## src/hdl/pwin_regs.svh

```systemverilog
`ifndef PWIN_REGS_SVH
`define PWIN_REGS_SVH

// clock and base tick
`define PW_CLK_NS 5
`define PW_TICK_NS 1000000
`define PW_TICK_CYC (`PW_TICK_NS / `PW_CLK_NS)
`define PW_TICK_MS 1

// durations in milliseconds
`define PW_RETAIN_MS 30000
`define PW_LAST_MS 6000
`define PW_LONG_MS 300
`define PW_OC_MIN_MS 700
`define PW_RUN_MAX_MS 6000
`define PW_STEP_MS 500

// durations in base ticks
`define PW_RETAIN_TICKS 16'(`PW_RETAIN_MS / `PW_TICK_MS)
`define PW_LAST_TICKS 16'(`PW_LAST_MS / `PW_TICK_MS)
`define PW_LONG_TICKS 16'(`PW_LONG_MS / `PW_TICK_MS)
`define PW_OC_MIN_TICKS 16'(`PW_OC_MIN_MS / `PW_TICK_MS)
`define PW_RUN_MAX_TICKS 16'(`PW_RUN_MAX_MS / `PW_TICK_MS)
`define PW_STEP_TICKS 16'(`PW_STEP_MS / `PW_TICK_MS)

// synchroniser bit positions
`define PW_IN_IGN 0
`define PW_IN_DOOR 1
`define PW_IN_UP 2
`define PW_IN_DN 3
`define PW_IN_OC 4
`define PW_IN_W 5

`endif

```

## src/hdl/pwin_pkg.sv

```systemverilog
package pwin_pkg;

  typedef enum logic [1:0] {
    MODE_IDLE,
    MODE_STEP,
    MODE_AUTO
  } mode_t;

  typedef struct packed {
    logic [4:0] sync1;
    logic [4:0] sync2;
    logic [31:0] pre;
    logic ign_q;
    logic door_q;
    logic [1:0] sw_q;
    logic [15:0] retain;
    logic [15:0] press;
    logic [15:0] run;
    logic [15:0] step;
    mode_t mode;
    logic dir_up;
    logic forced;
    logic held;
    logic fwd;
    logic rev;
    logic relay;
    logic supply;
  } state_t;

endpackage : pwin_pkg

```

## src/hdl/power_window_timer_control.sv

```systemverilog
`timescale 1ns/1ps
`include "pwin_regs.svh"

module power_window_timer_control #(
  parameter int unsigned TICK_CYC = `PW_TICK_CYC
) (
  // clock and reset
  input wire logic MCLK_I,
  input wire logic RST_N_I,
  // vehicle inputs, asynchronous
  input wire logic IGN_I,
  input wire logic DOOR_I,
  input wire logic SW_UP_I,
  input wire logic SW_DN_I,
  input wire logic OVERCUR_I,
  // relay, supply and forced-mode outputs
  output logic MOTOR_FWD_O,
  output logic MOTOR_REV_O,
  output logic WIN_RELAY_O,
  output logic SW_SUPPLY_O,
  output logic FORCED_O
);
  import pwin_pkg::*;

  if (TICK_CYC < 1)
  begin : g_bad_tick
    $error("TICK_CYC must be at least one");
  end

  state_t q;
  state_t d;

  logic tick;
  logic ign;
  logic door;
  logic up;
  logic dn;
  logic oc;
  logic one;
  logic enabled;
  logic last6;
  logic new_press;
  logic long_hit;
  logic short_rel;
  logic rel_up;
  logic moving;

  // true when exactly one direction is pressed
  function automatic logic one_dir(input logic [1:0] sw);
    return sw[1] ^ sw[0];
  endfunction : one_dir

  always_comb
  begin
    d = q;
    // two-stage synchronisers
    d.sync1 = {OVERCUR_I, SW_DN_I, SW_UP_I, DOOR_I, IGN_I};
    d.sync2 = q.sync1;
    ign = q.sync2[`PW_IN_IGN];
    door = q.sync2[`PW_IN_DOOR];
    up = q.sync2[`PW_IN_UP];
    dn = q.sync2[`PW_IN_DN];
    oc = q.sync2[`PW_IN_OC];

    // base tick prescaler
    tick = (q.pre == 32'(TICK_CYC - 1));
    d.pre = tick ? 32'h0 : q.pre + 32'h1;

    d.ign_q = ign;
    d.door_q = door;
    d.sw_q = {up, dn};
    moving = (q.mode != MODE_IDLE);

    // retained-power timer
    if (ign)
    begin
      d.retain = 16'h0;
    end
    else if (q.ign_q)
    begin
      d.retain = `PW_RETAIN_TICKS;
    end
    else if (oc && q.rev && q.retain != 16'h0)
    begin
      d.retain = `PW_RETAIN_TICKS;
    end
    else if (door != q.door_q && q.retain != 16'h0)
    begin
      d.retain = `PW_RETAIN_TICKS;
    end
    else if (tick && q.retain != 16'h0)
    begin
      d.retain = q.retain - 16'h1;
    end
    enabled = ign || (q.retain != 16'h0);
    last6 = !ign && q.retain != 16'h0 && q.retain <= `PW_LAST_TICKS;

    // press duration measurement
    one = one_dir({up, dn});
    new_press = one && ({up, dn} != q.sw_q);
    if (!one || new_press)
    begin
      d.press = 16'h0;
    end
    else if (tick && q.press != `PW_LONG_TICKS)
    begin
      d.press = q.press + 16'h1;
    end
    long_hit = one && !new_press && tick && !q.held &&
               (q.press == `PW_LONG_TICKS - 16'h1);
    short_rel = one_dir(q.sw_q) && !up && !dn && !q.held &&
                (q.press < `PW_LONG_TICKS);
    rel_up = q.sw_q[1];
    if (!up && !dn)
    begin
      d.held = 1'b0;
    end

    // movement run time
    if (moving && tick)
    begin
      d.run = q.run + 16'h1;
    end

    unique case (q.mode)
      MODE_IDLE:
      begin
        if (long_hit)
        begin
          d.mode = MODE_AUTO;
          d.dir_up = up;
          d.forced = last6 && up;
          d.run = 16'h0;
        end
        else if (short_rel)
        begin
          d.mode = MODE_STEP;
          d.dir_up = rel_up;
          d.step = `PW_STEP_TICKS;
          d.run = 16'h0;
        end
      end
      MODE_STEP:
      begin
        if ((up && dn) || (new_press && up != q.dir_up))
        begin
          d.mode = MODE_IDLE;
          d.held = 1'b1;
        end
        else if (long_hit)
        begin
          d.mode = MODE_AUTO;
          d.dir_up = up;
          d.forced = last6 && up;
        end
        else if (short_rel && rel_up == q.dir_up)
        begin
          d.step = q.step + `PW_STEP_TICKS;
        end
        else if (tick)
        begin
          if (q.step <= 16'h1)
          begin
            d.mode = MODE_IDLE;
          end
          d.step = q.step - 16'h1;
        end
      end
      MODE_AUTO:
      begin
        if (new_press || (up && dn))
        begin
          d.mode = MODE_IDLE;
          d.held = 1'b1;
        end
      end
    endcase

    // stop conditions shared by step and automatic travel
    if (moving)
    begin
      if (q.run >= `PW_RUN_MAX_TICKS)
      begin
        d.mode = MODE_IDLE;
      end
      if (oc && !q.forced && q.run >= `PW_OC_MIN_TICKS)
      begin
        d.mode = MODE_IDLE;
      end
    end
    if (!enabled)
    begin
      d.mode = MODE_IDLE;
    end
    if (d.mode == MODE_IDLE)
    begin
      d.forced = 1'b0;
      d.step = 16'h0;
    end

    // relay drive: exclusive polarity
    d.fwd = (d.mode != MODE_IDLE) && d.dir_up;
    d.rev = (d.mode != MODE_IDLE) && !d.dir_up;
    d.relay = !ign && d.retain != 16'h0;
    d.supply = ign;
  end

  always_ff @(posedge MCLK_I)
  begin
    if (!RST_N_I)
    begin
      q <= '{mode: MODE_IDLE, default: '0};
    end
    else
    begin
      q <= d;
    end
  end

  assign MOTOR_FWD_O = q.fwd;
  assign MOTOR_REV_O = q.rev;
  assign WIN_RELAY_O = q.relay;
  assign SW_SUPPLY_O = q.supply;
  assign FORCED_O = q.forced;

endmodule : power_window_timer_control

```

## config.mk

```make
export PLATFORM = sky130hd
export DESIGN_NAME = power_window_timer_control
export DESIGN_NICKNAME = d
export VERILOG_FILES = /design/src/hdl/pwin_pkg.sv /design/src/hdl/power_window_timer_control.sv
export VERILOG_INCLUDE_DIRS = /design/src /design/src/hdl
export SDC_FILE = /design/constraint.sdc
export NUM_CORES = 1
export LEC_CHECK = 0
export BUFFER_PORTS_ARGS = -buffer_cell sky130_fd_sc_hd__buf_2
export CAP_MARGIN = 10
export CORE_MARGIN = 2
export CORE_UTILIZATION = 30
export DETAILED_ROUTE_END_ITERATION = 8
export GPL_ROUTABILITY_DRIVEN = 1
export HOLD_SLACK_MARGIN = 0.03
export RECOVER_POWER = 50
export SLEW_MARGIN = 20
export SYNTH_ARGS = -nofsm -noshare
export SYNTH_HDL_FRONTEND = slang
export SYNTH_SLANG_ARGS = --single-unit
```

## constraint.sdc

```tcl
create_clock -name MCLK_I -period 3.72 [get_ports MCLK_I]
set_input_delay 0.186 -clock MCLK_I [delete_from_list [all_inputs] [get_ports MCLK_I]]
set_output_delay 0.186 -clock MCLK_I [all_outputs]
set_load 0.05 [all_outputs]
```

---- After elaboration in Yosys (flattened, before gate mapping) ----
Index checks and enable logic that the tools add are counted.
cells by class
  add/subtract/negate cells ............... 6
  order comparisons ....................... 5
  equality and inequality tests ........... 16
  muxes and demuxes ....................... 34
  bitwise logic cells ..................... 3
  reduce and logical (&&, ||, !) cells .... 51
operators with widths
  operator                                                          count
  2-to-1 mux 16 bit                                                 12
  2-to-1 mux 35 bit                                                 1
  adder 16 x 1 -> 16 bit, second input constant                     2
  adder 32 x 1 -> 32 bit, second input constant                     1
  equality test 32 x 18 -> 1 bit, second input constant             1
  one-hot mux 16 bit (2 select lines)                               1
  nonzero test 16 bit                                               2
  subtractor 16 x 1 -> 16 bit, second input constant                2
  logical AND 1 bit                                                 27
  2-to-1 mux 2 bit                                                  11
  2-to-1 mux 18 bit                                                 1
  adder 16 x 9 -> 16 bit, second input constant                     1
  equality test 16 x 9 -> 1 bit, second input constant              1
  >= comparator 16 x 10 -> 1 bit, second input constant             1
  >= comparator 16 x 13 -> 1 bit, second input constant             1
  less-or-equal comparator 16 x 1 -> 1 bit, second input constant   1
  less-or-equal comparator 16 x 13 -> 1 bit, second input constant  1
  < comparator 16 x 9 -> 1 bit, second input constant               1
  inequality test 16 x 9 -> 1 bit, second input constant            1
  inequality test 2 bit, second input constant                      6
  logical NOT 1 bit                                                 8
  one-hot mux 2 bit (3 select lines)                                1
  AND reduction 6 bit                                               1
  nonzero test 2 bit                                                3
  other kinds (16)                                                  27
word-level totals
  flip-flop bits (word level) ............. 118
  output and inout bits ................... 5
  logic and storage cells ................. 132

---- Logic depth before layout (Yosys ltp) ----
Gate-level depths: netlist of run 1.
  depth after elaboration ................. 16
  gate-level depth with buffers ........... 12
  gate-level depth less buffers ........... 9

---- Worst setup path before layout of run 1 ----
Ideal clock, no wire load.
  path type ............................... register to register
  start ................................... register q[50] in the netlist's numbering
  end ..................................... register q[16] in the netlist's numbering
  setup time .............................. 0.130 ns
  data arrival time ....................... 2.533 ns
  data required time ...................... 3.590 ns
  slack ................................... 1.057 ns
  stages on the path, launching flop included .. 11
  clock period less this slack ............ 2.663 ns
  path through ............................ dfxtp_1 or4_1 nand2b_1 buf_2 or4_1 o31a_1 o31ai_1 a21o_1 buf_2 buf_6 a211oi_2
on the way
  word-level cells in the longest chain between the ends .. 13
  elaborated cells between the ends (all ways) .. 26
  classes of those cells .................. order compare: 1; eq/ne: 5; mux: 14; reduce/logical: 6
RTL lines
  item                                    line                               source
  from (decl)                             power_window_timer_control.sv:30   state_t q;
  from (signal assigned)                  power_window_timer_control.sv:212  q <= '{mode: MODE_IDLE, default: '0};
  from (signal assigned)                  power_window_timer_control.sv:216  q <= d;
  < comparator 16 x 9 -> 1 bit (no line)  -
  logical AND 1 bit                       power_window_timer_control.sv:111  short_rel = one_dir(q.sw_q) && !up && !dn && !q.held &&
  logical AND 1 bit                       power_window_timer_control.sv:156  else if (short_rel && rel_up == q.dir_up)
  2-to-1 mux 2 bit                        power_window_timer_control.sv:156
  2-to-1 mux 2 bit                        power_window_timer_control.sv:150  else if (long_hit)
  2-to-1 mux 2 bit                        power_window_timer_control.sv:145  if ((up && dn) || (new_press && up != q.dir_up))
  one-hot mux 2 bit (3 select lines)      power_window_timer_control.sv:125  unique case (q.mode)
  2-to-1 mux 2 bit                        power_window_timer_control.sv:182  if (q.run >= `PW_RUN_MAX_TICKS)
  2-to-1 mux 2 bit                        power_window_timer_control.sv:186  if (oc && !q.forced && q.run >= `PW_OC_MIN_TICKS)
  2-to-1 mux 2 bit                        power_window_timer_control.sv:180  if (moving)
  2-to-1 mux 2 bit                        power_window_timer_control.sv:191  if (!enabled)
  logical NOT 2 bit                       power_window_timer_control.sv:195  if (d.mode == MODE_IDLE)
  OR reduction 2 bit (no line)            -
Several ways; a longest one is shown, not always the timed one. The select of a mux whose other input is x is not followed.
A chain may end at the register's enable or synchronous reset.

---- Worst setup path after layout of run 1 ----
  start ................................... register q[50] in the netlist's numbering
  end ..................................... register q[11] in the netlist's numbering
Same word-level chain as after synthesis.

==> results.toml, run 1 <==
[outcome]
status = "complete, no violations"

[synth]
netlist_area_um2 = 6510
synth_top_family_by_area = "simple AND/OR/NAND/NOR gates"
yosys_register_bits = 118
synth.top_cell.area_share = 0.363
syn-instance-count = 795
synth_compound_area_frac = 0.140
synthXorXnorAreaFrac = 0.104
avgSynthCellArea_um2 = 8.19
synth_edf_count = 0
async_flop_share = 0
synth_cell_types = 73
synth_nets = 817
synth.area.mux_share = 0.0113
ys_warn_count = 0
synthAdderAreaFrac = 0.0288
post-synth-top-area-cell = "dfxtp_1"
synthFlopType = "dfxtp_1"
yosys-top-cells-area = "dfxtp_1 36%, nor2_1 6.1%, xor2_1 5.2%"
yosys.area_share.simple = 0.318
seq_area_frac_synth = 0.363

[layout]
final_common_cell = "dfxtp_1"
num_antenna_cells = 0
nets = 836
mostFrequentLayoutCells = "118 x dfxtp_1, 105 x nor2_1, 64 x nand2_1"
fin_util = 0.357
areaGrowthSynthToFinish_pct = 16.1
final_layout_size_suffix_gt1_frac = 0.0847

[drt]
ant_nets = 0
via_per_inst = 5.16
wire_per_inst_um = 14.0
drt_iter0_markers = 373
firstDrtPassIters = 4
drt_wl_total_um = 15400
vias = 5677
drc_errors = 0

[clock_tree]
cts_tree = "done"
post_cts_buffers = 0
htree_levels = 4
clk_latency_ns = 0.41
root_buffer = "clkbuf_16"
cts.sinks = 118
cts.clk_slew.worst_paths_ns = 0.05
cts-buffers-inserted = 17
cts_buffer_depth = 2

[min_path]
hold_path_class = "in2reg"
worstHoldPathCells = 2

[sta]
finClkSkew_ns = 0.00954
setup-violations-final = 0
timing.final.crit_period_ns = 3.24
whs_ns = 0.252
hold_viol = 0
setup_tns_ns = 0
grt_setup_unrepaired = "false"
slew_violations = 0
relSlewSlack = 0.105
worst_slew_pin_slew_ns = 1.34
fmax_mhz = 308
period_share = 0.872
worst_slack_ns = 0.478

[placed_design]
hpwl_um = 10800
pre_cts_slack_ns = 0.527
gp_congestion = 0.842
port_buffers = 11

[die]
die-width_um = 151
rows = 53
dieArea_um2 = 22900
ios = 12
core_area_um2 = 21200
start_util = 0.308
die-height_um = 151

[setup_path]
critPathKind = "reg2reg"
arrival_ns = 3.58
cp-end-kind = "flop"
worst_path_most_repeated_cell = "nor4_1"
startpoint_type = "flop"
worstPathMaxFanout = 16
cpMaxStageDelayCell = "nor4_1"
slowest_delay_ns = 0.69
crit_chain = "or4_1 -> nand2b_1 -> nor4_1 -> nor4_1 -> a211o_1 -> a21o_1 -> buf_4 -> nor3_1"
rr_worst_depth = 8
worstPathRequired_ns = 4.06

[grt]
grt_start_max_net_pins = 31
grt_pass1_vias = 5150
grt_usage = 0.141
grt_pass1_wl_um = 25600
grt_overflow = 0
antenna_found_initial = 0

[power]
power_w = 0.00330
p_per_area_nw_per_um2 = 436
p_leak_nw = 2.63
vdd_drop_max_mv = 0.227

[run]
cap_violations = 0
-- critical path: cells and delay by family, from the launching register on --
family | cells | cell delay (ns)
flip-flops | 1 | 0.33
AND/OR/NAND/NOR | 5 | 1.90
AO/OA/AOI/OAI | 2 | 0.68
buffers and inverters | 1 | 0.26
-- routing by layer --
layer	up-vias	track usage	part of all wire
li1	2898	-	-
met1	2654	0.196	0.50
met2	112	0.216	0.44
met3	13	0.0367	0.048
met4	0	0.0360	0.0090
met5	-	0	0
-- per-stage QoR --
step | instances | cell area [um2]
finish | 1101 | 7560
global placement | 1065 | 6900
CTS | 1101 | 7570
detailed placement | 1065 | 6900
global route | 1101 | 7560
floorplan | 795 | 6510
-- path summary, 6_finish.rpt --
path	startpoint	to	slack, ns
setup / recovery	q[50]$_SDFFE_PP0P_	q[11]$_SDFFE_PP0P_	0.48
hold reg to reg	d[112]$_SDFF_PN0_	d[73]$_SDFF_PN0_	0.43
setup reg to reg	q[50]$_SDFFE_PP0P_	q[11]$_SDFFE_PP0P_	0.48
hold / removal	RST_N_I	q[6]$_SDFF_PN0_	0.25
-- area by class of cell --
| cell class | count | area [um2] |
|---|---|---|
| fillers | 2174 | 13600 |
| repair buffers | 32 | 211 |
| inverters | 26 | 97.6 |
| multi-input cells | 619 | 3920 |
| well taps | 275 | 344 |
| clock inverters | 8 | 146 |
| clock buffers | 23 | 478 |
| flip-flops and latches | 118 | 2360 |
-- registers in the layout, indices dropped and copies added, names as in the netlist --
signal / flops
FORCED_O: 1
MOTOR_FWD_O: 1
MOTOR_REV_O: 1
SW_SUPPLY_O: 1
WIN_RELAY_O: 1
d: 9
oc: 1
q: 103
-- timing repair --
item,in CTS,in global routing
gates resized for setup,0,0
hold buffers,5,0
hold endpoints to repair,5,0
-- synthesized netlist by cell type (all sizes together) (4+ instances only) --
library cell,number
a211oi,8
a21oi,38
a31oi,6
and2,21
and3,15
and4,9
buf,4
clkbuf,28
dfxtp,118
ha,15
inv,26
mux2i,4
nand2,64
nand2b,8
nand3,33
nand4,20
nor2,105
nor2b,7
nor3,20
nor4,30
nor4b,5
o21a,5
o21ai,32
o221ai,4
o31a,4
or2,5
or3,23
or4,11
xnor2,38
xor2,39
-- cells by family after synthesis --
family | after synthesis
simple gates | 388
fa+ha+maj | 15
buf+inv | 58
compound gates | 132
flops | 118
xor+xnor | 77
mux | 7
-- report_power, final --
part	switching [W]	total [W]	internal, W
Combinational	0.000156	0.000246	0.0000909
Clock	0.000569	0.00174	0.00117
Sequential	0.0000252	0.00131	0.00129
Power figures use the tool's default switching activity.
==> run 2, diff against run 1 <==
Settings changed: CORE_UTILIZATION 30 to 44, TNS_END_PERCENT set to 10.
Clock period 3.72 ns to 3.1 ns, I/O delays scaled along.
==> run 2 against run 1 <==
Via count is 2.4% higher; maximum frequency is 12% higher; hold slack worse by 0.050 ns; register-to-register slack worse by 0.26 ns; sequential cell count stayed put; utilization is 16 points higher; combinational power is 24% higher; final area is 0.51% lower; critical path depth is 1 lower; critical path type unchanged.
==> results.toml, run 2 (synthesized netlist as in run 1, its figures left out) <==
[placed_design]
placed_area_um2 = 6860
hpwl_um = 11200
port_buffers = 11
placedCellCount = 982
gp_congestion = 0.932

[die]
dieArea_um2 = 15800
ios = 12
start_util = 0.450
rows = 44
die-width_um = 126
core_area_um2 = 14500
die-height_um = 126

[grt]
grt_overflow = 0
grt_use_met1 = 0.278
grt_usage = 0.206
grt_start_max_net_pins = 31
top_usage_layer = "met2"
grtUsageMet3 = 0.0552
grt_util_met2 = 0.324
grt_pass1_vias = 5601
antenna_found_initial = 0
grt_pass1_wl_um = 26800

[sta]
slew_violations = 0
grt_setup_unrepaired = "false"
hold_viol = 0
period_share = 0.931
setup_tns_ns = 0
setup-violations-final = 0
relSlewSlack = 0.501
fmax_mhz = 347
finClkSkew_ns = 0.00676
worst_slew_pin_slew_ns = 0.747
timing.final.crit_period_ns = 2.89

[drt]
vias = 5812
drt_wl_total_um = 15700
drt_iter0_markers = 409
wire_per_inst_um = 15.4
ant_nets = 0
firstDrtPassIters = 5
via_per_inst = 5.70
drc_errors = 0

[setup_path]
regToRegSetupSlack_ns = 0.21
rr_worst_depth = 7
cpMaxStageDelayCell = "a2111o_1"
arrival_ns = 3.22
startpoint_type = "flop"
slowest_delay_ns = 0.54
worstPathRequired_ns = 3.43
crit_chain = "a211o_1 -> a2111o_1 -> or3_4 -> a22oi_4 -> nand3_4 -> or3_1 -> a211oi_1"
cp-end-kind = "flop"
r2r_end = "q[20]$_SDFFE_PP0P_"
r2r_start = "q[46]$_SDFFE_PP0P_"
crit_family = "compound AO/OA/AOI/OAI gates"
cp_num_buf_inv = 0
critPathKind = "reg2reg"
critical_path_cell_count = 7
worstPathMaxFanout = 11

[power]
p_leak_nw = 2.67
vdd_drop_max_mv = 0.404
power_w = 0.00395
p_per_area_nw_per_um2 = 525

[clock_tree]
cts-buffers-inserted = 17
post_cts_buffers = 0
cts_tree = "done"
cts.sinks = 118
cts.clk_slew.worst_paths_ns = 0.06
htree_levels = 4
clk_latency_ns = 0.42
root_buffer = "clkbuf_16"
cts_buffer_depth = 2

[layout]
mostFrequentLayoutCells = "118 x dfxtp_1, 105 x nor2_1, 64 x nand2_1"
num_antenna_cells = 0
stdcell_area_um2 = 7520
nets = 844
largest_register_ffs = 103
areaGrowthSynthToFinish_pct = 15.5
fin_cells = 1019
final_common_cell = "dfxtp_1"
final_layout_size_suffix_gt1_frac = 0.0982
regMostFlops = "q"

[min_path]
hp-start = "RST_N_I"
worstHoldPathCells = 2
hold_path_class = "in2reg"
hold-path-endpoint = "q[6]$_SDFF_PN0_"

[run]
cap_violations = 0

[outcome]
status = "complete, no violations"
run 2: cell count changes in the layout (fill, tap and decap cells not counted), sizes merged:
cell    change
buf         +7
clkinv      +1
inv         +2
bufinv      -1
run 2: report_power, final:
| group | internal (W) | total [W] | switching [W] |
|---|---|---|---|
| registers | 0.00154 | 0.00157 | 0.0000296 |
| logic | 0.000116 | 0.000304 | 0.000188 |
| clock network | 0.00135 | 0.00207 | 0.000717 |
run 2: routing by layer:
metal / vias up / routed length [um]
met4: 0 / 212
met3: 20 / 721
met1: 2749 / 7490
met2: 144 / 7250
met5: - / 0
li1: 2899 / -
run 2: worst max-delay path by stage:
stage / end / from / slack [ns]
global placement: q[22]$_SDFFE_PP0P_ / q[50]$_SDFFE_PP0P_ / 0.23
floorplan: q[16]$_SDFFE_PP0P_ / q[50]$_SDFFE_PP0P_ / 0.44
finish: q[20]$_SDFFE_PP0P_ / q[46]$_SDFFE_PP0P_ / 0.21
CTS: q[20]$_SDFFE_PP0P_ / q[50]$_SDFFE_PP0P_ / 0.14
detailed placement: q[20]$_SDFFE_PP0P_ / q[50]$_SDFFE_PP0P_ / 0.14
global route: WIN_RELAY_O$_SDFF_PN0_ / q[66]$_SDFF_PN0_ / 0.03
run 2: final cells by class:
| cell class | count | area, um2 |
|---|---|---|
| Multi-Input combinational cell | 619 | 3920 |
| Sequential cell | 118 | 2360 |
| Clock buffer | 22 | 484 |
| Inverter | 26 | 97.6 |
| Timing Repair Buffer | 40 | 282 |
| Fill cell | 1342 | 6960 |
| Clock inverter | 10 | 143 |
| Tap cell | 184 | 230 |
run 2: timing repair:
| action | in CTS | in global routing |
|---|---|---|
| resized for setup | 0 | 1 |
| hold buffers | 5 | 0 |
| setup endpoints to repair | 0 | 2 |
| hold endpoints to repair | 5 | 0 |
run 2: through the flow:
stage	hold WS, ns	utilization	worst slack (ns)
floorplan	0.282	-	0.437
global placement	0.359	0.474	0.231
detailed placement	0.368	0.474	0.143
CTS	0.193	0.520	0.140
global route	0.208	0.520	0.0348
finish	0.202	0.520	0.215
